<file path="src/verilog/rst_strap_pkg.sv">
package rst_strap_pkg;

	// ==========================================================
	// clock and timing
	localparam int CLK_PERIOD_NS     = 100;
	localparam int POWER_STABLE_US   = 10;
	localparam int POWER_STABLE_CYC  =
		(POWER_STABLE_US * 1000 + CLK_PERIOD_NS - 1) / CLK_PERIOD_NS;
	localparam int HOST_DATA_PER_CLK = 4;
	localparam int GFX_REF_MHZ       = 100;
	localparam int CORE_DIV          = 2;

	// ==========================================================
	// straps
	localparam int              STRAP_LSB   = 3;
	localparam int              STRAP_MSB   = 20;
	localparam int              STRAP_W     = STRAP_MSB - STRAP_LSB + 1;
	localparam int              PULLUP_MSB  = 17;
	localparam logic [17:0]     STRAP_RESET = 18'h07FFF;
	localparam logic [2:0]      SPEED_RESET = 3'h7;

	// ==========================================================
	// shared lanes
	localparam int LANES     = 8;
	localparam int TX_B_RED  = 0;
	localparam int TX_B_GRN  = 1;
	localparam int TX_B_BLU  = 2;
	localparam int TX_B_CLK  = 3;
	localparam int TX_C_RED  = 4;
	localparam int TX_C_GRN  = 5;
	localparam int TX_C_BLU  = 6;
	localparam int TX_C_CLK  = 7;
	localparam int RX_TV_CLK = 0;
	localparam int RX_B_IRQ  = 1;
	localparam int RX_FSTALL = 2;
	localparam int RX_C_IRQ  = 5;

	typedef enum logic {
		TRIP_RUN  = 1'b0,
		TRIP_HALT = 1'b1
	} tripState_t;

endpackage

</file>
<file path="src/verilog/lane_if.sv">
interface lane_if;
	import rst_strap_pkg::*;

	logic              videoB;
	logic              videoC;
	logic [3:0]        videoBTx;
	logic [3:0]        videoCTx;
	logic [LANES-1:0]  pcieTx;
	logic [LANES-1:0]  laneRx;
	logic [LANES-1:0]  laneTx;
	logic [LANES-1:0]  pcieRx;
	logic [3:0]        videoRx;

	modport ctrl (
		output videoB, videoC, videoBTx, videoCTx, pcieTx, laneRx,
		input  laneTx, pcieRx, videoRx
	);
	modport mux (
		input  videoB, videoC, videoBTx, videoCTx, pcieTx, laneRx,
		output laneTx, pcieRx, videoRx
	);
endinterface

</file>
<file path="src/verilog/reset_strap_thermal_trip_ctrl.sv">
// Overview of operation
// - The reset pin clears all logic at once, with no clock needed.
// - The speed-select pins are caught at reset release; board pulls up.
// - Undriven straps 17..3 read high and straps 20..18 read low.
// - Graphics-busy is low while the graphics engine works.
// - On thermal trip the internal clock enables stop.
// - Thermal trip stays latched until reset.
// - Reset clears the trip, which returns if still too hot.
// - Either low external sensor input starts memory throttling.
// - Host logic runs on the host clock, a quarter of the data rate.
// - Graphics link clocks come from the 100 MHz reference.
// - Video port B uses transmit lanes 0..3 as red, green, blue, clock.
// - Video port C uses lanes 4..7; its red is port B alpha.
// - Video inputs sit on receive lanes 0, 1, 2 and 5.
module reset_strap_thermal_trip_ctrl #(
	parameter int CORE_RATIO = rst_strap_pkg::CORE_DIV
) (
	input  wire logic                             clk,
	input  wire logic                             hub_reset_in_n,
	input  wire logic                             power_good_in,
	input  wire logic [2:0]                       host_speed_select,
	input  wire logic [rst_strap_pkg::STRAP_W-1:0] strapLevel,
	input  wire logic [rst_strap_pkg::STRAP_W-1:0] strapDriven,
	input  wire logic                             gfxEngineBusy,
	input  wire logic                             tempAtTrip,
	input  wire logic [1:0]                       ext_thermal_sense_n,
	input  wire logic                             gfxRefClkPresent,
	input  wire logic                             videoBEnable,
	input  wire logic                             videoCEnable,
	input  wire logic [3:0]                       videoBTx,
	input  wire logic [3:0]                       videoCTx,
	input  wire logic [rst_strap_pkg::LANES-1:0]  pcieTx,
	input  wire logic [rst_strap_pkg::LANES-1:0]  laneRx,
	output logic [2:0]                            hostSpeed,
	output logic [rst_strap_pkg::STRAP_W-1:0]     strapValue,
	output logic                                  strapsValid,
	output logic                                  graphics_busy_n,
	output logic                                  thermal_trip_n,
	output logic                                  coreClkEn,
	output logic                                  pcieClkEn,
	output logic                                  memThrottle,
	output logic [rst_strap_pkg::LANES-1:0]       laneTx,
	output logic [rst_strap_pkg::LANES-1:0]       pcieRx,
	output logic [3:0]                            videoRx
);
	import rst_strap_pkg::*;

	// ==========================================================
	// strap capture
	// pins are caught on the first edge after release, never by the
	// asynchronous reset itself
	logic [STRAP_W-1:0] strapPin;
	logic               captured_q;

	for (genvar i = 0; i < STRAP_W; i++) begin : g_strap
		localparam logic PULL = STRAP_RESET[i];
		assign strapPin[i] = strapDriven[i] ? strapLevel[i] : PULL;
	end

	always_ff @(posedge clk or negedge hub_reset_in_n) begin
		if (!hub_reset_in_n) begin
			captured_q <= 1'b0;
			strapsValid <= 1'b0;
			hostSpeed <= SPEED_RESET;
			strapValue <= STRAP_RESET;
		end else if (!captured_q) begin
			captured_q <= 1'b1;
			strapsValid <= 1'b1;
			hostSpeed <= host_speed_select;
			strapValue <= strapPin;
		end
	end

	// ==========================================================
	// thermal trip
	tripState_t tripState_q;

	always_ff @(posedge clk or negedge hub_reset_in_n) begin
		if (!hub_reset_in_n) begin
			tripState_q <= TRIP_RUN;
			thermal_trip_n <= 1'b1;
		end else begin
			unique case (tripState_q)
				TRIP_RUN: begin
					if (tempAtTrip) begin
						tripState_q <= TRIP_HALT;
						thermal_trip_n <= 1'b0;
					end
				end
				TRIP_HALT: begin
					// only reset leaves this state
					tripState_q <= TRIP_HALT;
					thermal_trip_n <= 1'b0;
				end
			endcase
		end
	end

	// ==========================================================
	// internal clock enables from the host clock
	// clk is the host reference; core rate is a divided enable
	localparam int DIV_W = $clog2(CORE_RATIO + 1);
	logic [DIV_W-1:0] divCnt_q;
	logic             running;

	assign running = power_good_in && tripState_q == TRIP_RUN
		&& !tempAtTrip;

	always_ff @(posedge clk or negedge hub_reset_in_n) begin
		if (!hub_reset_in_n) begin
			divCnt_q <= '0;
			coreClkEn <= 1'b0;
		end else if (!running) begin
			divCnt_q <= '0;
			coreClkEn <= 1'b0;
		end else if (divCnt_q == DIV_W'(CORE_RATIO - 1)) begin
			divCnt_q <= '0;
			coreClkEn <= 1'b1;
		end else begin
			divCnt_q <= divCnt_q + 1'b1;
			coreClkEn <= 1'b0;
		end
	end

	always_ff @(posedge clk or negedge hub_reset_in_n) begin
		if (!hub_reset_in_n) begin
			pcieClkEn <= 1'b0;
		end else begin
			pcieClkEn <= running && gfxRefClkPresent;
		end
	end

	// ==========================================================
	// busy and memory throttle
	always_ff @(posedge clk or negedge hub_reset_in_n) begin
		if (!hub_reset_in_n) begin
			graphics_busy_n <= 1'b1;
		end else begin
			graphics_busy_n <= !gfxEngineBusy;
		end
	end

	always_ff @(posedge clk or negedge hub_reset_in_n) begin
		if (!hub_reset_in_n) begin
			memThrottle <= 1'b0;
		end else begin
			memThrottle <= !(&ext_thermal_sense_n);
		end
	end

	// ==========================================================
	// shared lanes
	// registered so each pad sees a flop; costs one cycle of latency
	lane_if lanes ();

	assign lanes.videoB = videoBEnable;
	assign lanes.videoC = videoCEnable;
	assign lanes.videoBTx = videoBTx;
	assign lanes.videoCTx = videoCTx;
	assign lanes.pcieTx = pcieTx;
	assign lanes.laneRx = laneRx;

	lane_mux u_lane_mux (
		.lanes (lanes.mux)
	);

	always_ff @(posedge clk or negedge hub_reset_in_n) begin
		if (!hub_reset_in_n) begin
			laneTx <= '0;
			pcieRx <= '0;
			videoRx <= 4'h0;
		end else begin
			laneTx <= lanes.laneTx;
			pcieRx <= lanes.pcieRx;
			videoRx <= lanes.videoRx;
		end
	end

	// ==========================================================
	// checks
	a_trip_latched: assert property (@(posedge clk)
		disable iff (!hub_reset_in_n)
		!thermal_trip_n |=> !thermal_trip_n)
		else $error("thermal trip released without reset");

	a_trip_sets: assert property (@(posedge clk)
		disable iff (!hub_reset_in_n)
		tempAtTrip |=> !thermal_trip_n)
		else $error("thermal trip not raised when hot");

	a_clocks_stop: assert property (@(posedge clk)
		disable iff (!hub_reset_in_n)
		!thermal_trip_n |-> !coreClkEn && !pcieClkEn)
		else $error("clock enable active after trip");

	a_core_pace: assert property (@(posedge clk)
		disable iff (!hub_reset_in_n)
		coreClkEn && running |=> !coreClkEn)
		else $error("core enable wider than one cycle");

	a_speed_caught: assert property (@(posedge clk)
		disable iff (!hub_reset_in_n)
		!captured_q |=> hostSpeed == $past(host_speed_select)
			&& strapsValid)
		else $error("speed select not sampled at release");

	a_strap_hold: assert property (@(posedge clk)
		disable iff (!hub_reset_in_n)
		strapsValid |=> $stable(strapValue) && $stable(hostSpeed))
		else $error("strap value changed after capture");

	a_busy_follow: assert property (@(posedge clk)
		disable iff (!hub_reset_in_n)
		gfxEngineBusy |=> !graphics_busy_n)
		else $error("busy output missed engine activity");

	a_mem_throttle: assert property (@(posedge clk)
		disable iff (!hub_reset_in_n)
		ext_thermal_sense_n != 2'h3 |=> memThrottle)
		else $error("throttle not started by sensor");

	a_lane_b_map: assert property (@(posedge clk)
		disable iff (!hub_reset_in_n)
		videoBEnable |=> laneTx[TX_B_CLK:TX_B_RED] == $past(videoBTx))
		else $error("port B lanes misrouted");

	a_lane_c_map: assert property (@(posedge clk)
		disable iff (!hub_reset_in_n)
		videoCEnable |=> laneTx[TX_C_CLK:TX_C_RED] == $past(videoCTx))
		else $error("port C lanes misrouted");

	a_rx_split: assert property (@(posedge clk)
		disable iff (!hub_reset_in_n)
		videoBEnable |=> videoRx[0] == $past(laneRx[RX_TV_CLK])
			&& pcieRx[RX_FSTALL] == 1'b0)
		else $error("video receive lanes misrouted");

	a_pcie_own: assert property (@(posedge clk)
		disable iff (!hub_reset_in_n)
		!videoBEnable && !videoCEnable |=> laneTx == $past(pcieTx)
			&& videoRx == 4'h0)
		else $error("lane not given to graphics link");

	a_pcie_ref: assert property (@(posedge clk)
		disable iff (!hub_reset_in_n)
		!gfxRefClkPresent |=> !pcieClkEn)
		else $error("link clock enable without reference");

endmodule // reset_strap_thermal_trip_ctrl

</file>
<file path="src/verilog/lane_mux.sv">
// each lane carries the positive leg of its pair; the complement
// follows it in the pad ring
module lane_mux (
	lane_if.mux lanes
);
	import rst_strap_pkg::*;

	// ==========================================================
	// transmit lanes: video port B on 0..3, port C on 4..7
	always_comb begin
		lanes.laneTx = lanes.pcieTx;
		if (lanes.videoB) begin
			lanes.laneTx[TX_B_RED] = lanes.videoBTx[0];
			lanes.laneTx[TX_B_GRN] = lanes.videoBTx[1];
			lanes.laneTx[TX_B_BLU] = lanes.videoBTx[2];
			lanes.laneTx[TX_B_CLK] = lanes.videoBTx[3];
		end
		if (lanes.videoC) begin
			// lane 4 also serves as port B alpha
			lanes.laneTx[TX_C_RED] = lanes.videoCTx[0];
			lanes.laneTx[TX_C_GRN] = lanes.videoCTx[1];
			lanes.laneTx[TX_C_BLU] = lanes.videoCTx[2];
			lanes.laneTx[TX_C_CLK] = lanes.videoCTx[3];
		end
	end

	// ==========================================================
	// receive lanes: a lane owned by video is hidden from the
	// graphics link so neither side sees the other's traffic
	always_comb begin
		lanes.pcieRx = lanes.laneRx;
		lanes.videoRx = 4'h0;
		if (lanes.videoB) begin
			lanes.videoRx[0] = lanes.laneRx[RX_TV_CLK];
			lanes.videoRx[1] = lanes.laneRx[RX_B_IRQ];
			lanes.videoRx[2] = lanes.laneRx[RX_FSTALL];
			lanes.pcieRx[RX_TV_CLK] = 1'b0;
			lanes.pcieRx[RX_B_IRQ] = 1'b0;
			lanes.pcieRx[RX_FSTALL] = 1'b0;
		end
		if (lanes.videoC) begin
			lanes.videoRx[3] = lanes.laneRx[RX_C_IRQ];
			lanes.pcieRx[RX_C_IRQ] = 1'b0;
		end
	end
endmodule // lane_mux

</file>
<file path="config.mk">
export PLATFORM = sky130hd
export DESIGN_NAME = reset_strap_thermal_trip_ctrl
export DESIGN_NICKNAME = d
export VERILOG_FILES = /design/src/verilog/rst_strap_pkg.sv /design/src/verilog/lane_if.sv /design/src/verilog/reset_strap_thermal_trip_ctrl.sv /design/src/verilog/lane_mux.sv
export SDC_FILE = /design/constraint.sdc
export NUM_CORES = 1
export LEC_CHECK = 0
export BUFFER_PORTS_ARGS = -buffer_cell sky130_fd_sc_hd__buf_2
export CAP_MARGIN = 0
export CORE_MARGIN = 4
export CORE_UTILIZATION = 35
export DETAILED_ROUTE_END_ITERATION = 12
export HOLD_SLACK_MARGIN = 0.03
export PLACE_DENSITY = 0.65
export SKIP_CTS_REPAIR_TIMING = 1
export SYNTH_ARGS = -nofsm -noshare
export SYNTH_HDL_FRONTEND = slang
export SYNTH_SLANG_ARGS = --single-unit
</file>
<file path="constraint.sdc">
create_clock -name clk -period 1.19 [get_ports clk]
set_clock_uncertainty 0.05 [all_clocks]
set_input_delay 0.238 -clock clk [delete_from_list [all_inputs] [get_ports clk]]
set_output_delay 0.238 -clock clk [all_outputs]
set_load 0.02 [all_outputs]
</file>
==> impl.org <==
** Hold path
- Worst Hold Endpoint :: divCnt_q[0]
- The startpoint identified for the worst hold timing path is tempAtTrip.
- HP Class :: primary input to flop
- The worst hold path passes through 2 cells.

** STA
- The final max-slew violation count came to 0.
- Number of failing hold endpoints at the final stage :: 0
- Setup violations remaining at the end of the flow were counted as 20.
- The smallest clock period supported by the final layout is computed as 1.25 ns.
- Post-Route Setup TNS :: -0.946 ns
- Setup repair after global routing could not meet its margin everywhere.
- After layout, the worst path uses 105% of the clock period.
- Timing would allow up to 0.800 GHz.
- Once routing completed, OpenROAD measured the worst setup slack at -0.0605 ns.

** Route
- Remaining antenna violation count after routing :: 0
- First-pass DRT Iterations :: 4
- DRC violation total after the first TritonRoute iteration :: 27
- Residual DRC :: 0
- In the final routed layout, each cell accounts on average for 12.5 µm.
- Summing over every cut layer, the via total after detailed routing is 1440.
- Dividing the detail-routed via count by the number of cells gives 4.21.
- The final layout contains routed wiring with a total length of 4290 µm.

** Clock network
- Reg clk slew, reported paths :: 0.09 ns
- Clock network latency to the later pin of the worst-skew pair :: 0.29 ns
- The number of clock buffers added by TritonCTS is 5.
- Clock tree synthesis selected as its root buffer the cell clkbuf_8.
- TritonCTS built the clock tree.
- Clock Tree Buf Depth :: 2
- The clock net in this run drives a total of 51 sinks.
- The H-tree was split into 2 levels.

** Die
- Width of the die :: 81.8 µm
- Vertical die dimension :: 81.8 µm
- Pin placement for this block handled 120 I/O pins.
- The floorplan has 26 rows.
- The floorplan step defined a die boundary enclosing 6680 µm².
- Initial Util :: 36.6%
- In this run the standard cell core region covers 5200 µm².

** Power and ir drop
- Sw Share :: 24.3%
- Dividing total power by cell area gives a power density of 1310 nW/µm².
- Clock Power Share :: 32.6%
- In this run the power spent charging and discharging nets is 926 µW.
- The share of total power dissipated in combinational logic is 16.9%.
- Per report_power, the sequential group accounts for 50.5% of the total.
- The internal power of the cells totals 2.89 mW.
- Summing internal, switching and leakage power gives 3.82 mW.
- Static leakage :: 1.50 nW
- Across the VDD grid, the largest voltage drop is 0.673 mV.

** Critical path
- On the worst path, the slowest cell contributes a delay of 0.55 ns.
- Startpoint type of the worst setup path :: flop
- In this run the register-to-register setup slack is 0.11 ns.
- Critical path capture point type :: primary output
- Delay-heaviest family, CP :: flip-flops
- The critical path goes through buf_6.
- In this run the critical register-to-register path is launched from captured_q.
- Crit path arrival time :: 0.96 ns
- Slowest stage cell, crit path :: dfstp_2
- Cell count of the worst reg-to-reg path :: 2
- The number of buffers and inverters on the critical path is 1.
- Critical path required time :: 0.90 ns
- The critical path is of the flop to primary output type.
- Of all nets on the critical path, the largest fanout is 2.
- In this run the critical register-to-register path is captured at hostSpeed[2].

** Final layout
- In the final layout, the share of cells above drive strength 1 is 61.0%.
- Relative area change from synthesis to final layout :: 53.2%
- Commonest cells after routing, fill and taps aside :: buf_2, dfrtp_1, dfstp_2, buf_6, inv_1
- Number of nets in the layout :: 344
- Commonest non-fill, non-tap cell in the layout :: buf_2
- Number of diodes added for antenna fixing :: 0
- Filler cell count in the final layout :: 462
- After the flow finishes, the layout carries non-filler instances totaling 342.
- Summing all multi-input logic gate instances after layout gives 502 µm².
- For this run, the share of the core covered by cells in the final layout is 56.0%.
- Registers take 1300 µm².

** GRT
- Vias in the first global route :: 1413
- Across every metal layer, demand over resource in global routing totals 12.5%.
- The first global-routing pass estimated 6330 µm of wire.
- Total congestion overflow :: 0
- Pin count of the biggest net entering global routing :: 52
- Initial antenna violation count :: 0

** Place
- In this run, placement finished with an instance count of 326.
- Buffers placed on the I/O ports in this run total 119.
- The wire-length estimate of the detail-placed layout is 3120 µm.
- Routability cong. :: 0.685

** Yosys
- After synthesis, the netlist uses 21 different library cells.
- Number of synthesized register bits :: 51
- The synthesized netlist occupies a cell area of 1900 µm².
- The average instance in the mapped netlist occupies 13.6 µm².
- Part of the Yosys area used for sequential elements :: 68.3%
- Yosys printed 0 warnings.
- Counting every net in the synthesized netlist gives 213.
- Synthesis handed over a netlist of 140 instances.

** Run status
- Violations in the final reports :: setup timing
- Outcome :: finished, violations left

** Flow run
- Max-cap violations :: 0
-- power groups by stage --
stage          Clock [mW]  Sequential [mW]  Combinational (mW)
3_5_place_dp            0             1.94               0.572
2_1_floorplan           0             2.09               0.148
3_3_place_gp            0             1.94               0.564
6_report             1.24             1.93               0.644
4_1_cts              1.30             1.91               0.573
5_1_grt              1.37             1.94               0.702
-- worst max path at each step --
stage	from	to	slack [ns]	cells after the start
after floorplan	captured_q	strapValue[10]	0.25	3
after global placement	captured_q	hostSpeed[2]	0.12	2
after detailed placement	captured_q	hostSpeed[2]	0.12	2
after CTS	strapValue[8]	strapValue[8]	-0.11	1
after global routing	strapValue[7]	strapValue[7]	-0.11	1
final	strapValue[7]	strapValue[7]	-0.06	1
-- flip-flops by register name (all words and copies together), names as in the netlist --
| signal | cells |
|---|---|
| strapValue | 18 |
| laneTx | 8 |
| pcieRx | 8 |
| videoRx | 4 |
| hostSpeed | 3 |
| divCnt_q | 2 |
| captured_q | 1 |
| coreClkEn | 1 |
| graphics_busy_n | 1 |
| memThrottle | 1 |
| pcieClkEn | 1 |
| strapsValid | 1 |
| thermal_trip_n | 1 |
| tripState_q | 1 |
-- per-stage QoR --
stage / hold WS [ns] / instance area, µm² / setup slack, ns
4_1_cts: -0.137 / 2710 / -0.113
5_1_grt: 0.0475 / 2920 / -0.107
2_1_floorplan: -0.108 / 1900 / 0.245
3_3_place_gp: 0.195 / 2590 / 0.125
3_5_place_dp: 0.198 / 2590 / 0.124
6_report: 0.0635 / 2920 / -0.0605
-- layer usage --
layer / global-route usage, % / share of wire, %
met5: 0 / 0
met4: 3.49 / 0.86
met3: 7.57 / 14
met2: 20.0 / 50
met1: 14.0 / 36
-- kinds of logic after synthesis --
family                 count (synthesis)  synth area share, %
other                                  1                0.197
multiplexers                          11                 6.90
flip-flops                            51                 68.3
AND/OR/NAND/NOR                       37                 12.7
AO/OA/AOI/OAI                         18                 6.50
buffers and inverters                 22                 5.32
-- area by class of cell --
type | count | area share [%]
Sequential cell | 51 | 44.6
Inverter | 17 | 2.19
Timing Repair Buffer | 129 | 28.8
Clock buffer | 6 | 2.83
Tap cell | 70 | 3.00
Clock inverter | 2 | 1.33
Multi-Input combinational cell | 67 | 17.2
-- Yosys cell counts --
cell | count | share of area [%]
mux2_1 | 4 | 2.4
and4b_1 | 1 | 0.53
buf_2 | 3 | 0.79
inv_1 | 17 | 3.4
nand2b_1 | 1 | 0.33
nor2b_1 | 4 | 1.3
dfstp_2 | 20 | 28
mux2_2 | 5 | 3.0
conb_1 | 1 | 0.20
a21oi_2 | 9 | 4.1
and3_1 | 1 | 0.33
buf_6 | 2 | 1.2
mux2_4 | 2 | 1.6
nand2_1 | 7 | 1.4
and2_1 | 6 | 2.0
dfrtp_1 | 31 | 41
o21ai_1 | 3 | 0.79
nor2_1 | 1 | 0.20
nor4b_2 | 1 | 0.79
a21oi_1 | 6 | 1.6
nor3b_1 | 15 | 5.9
Power figures use the tool's default switching activity.
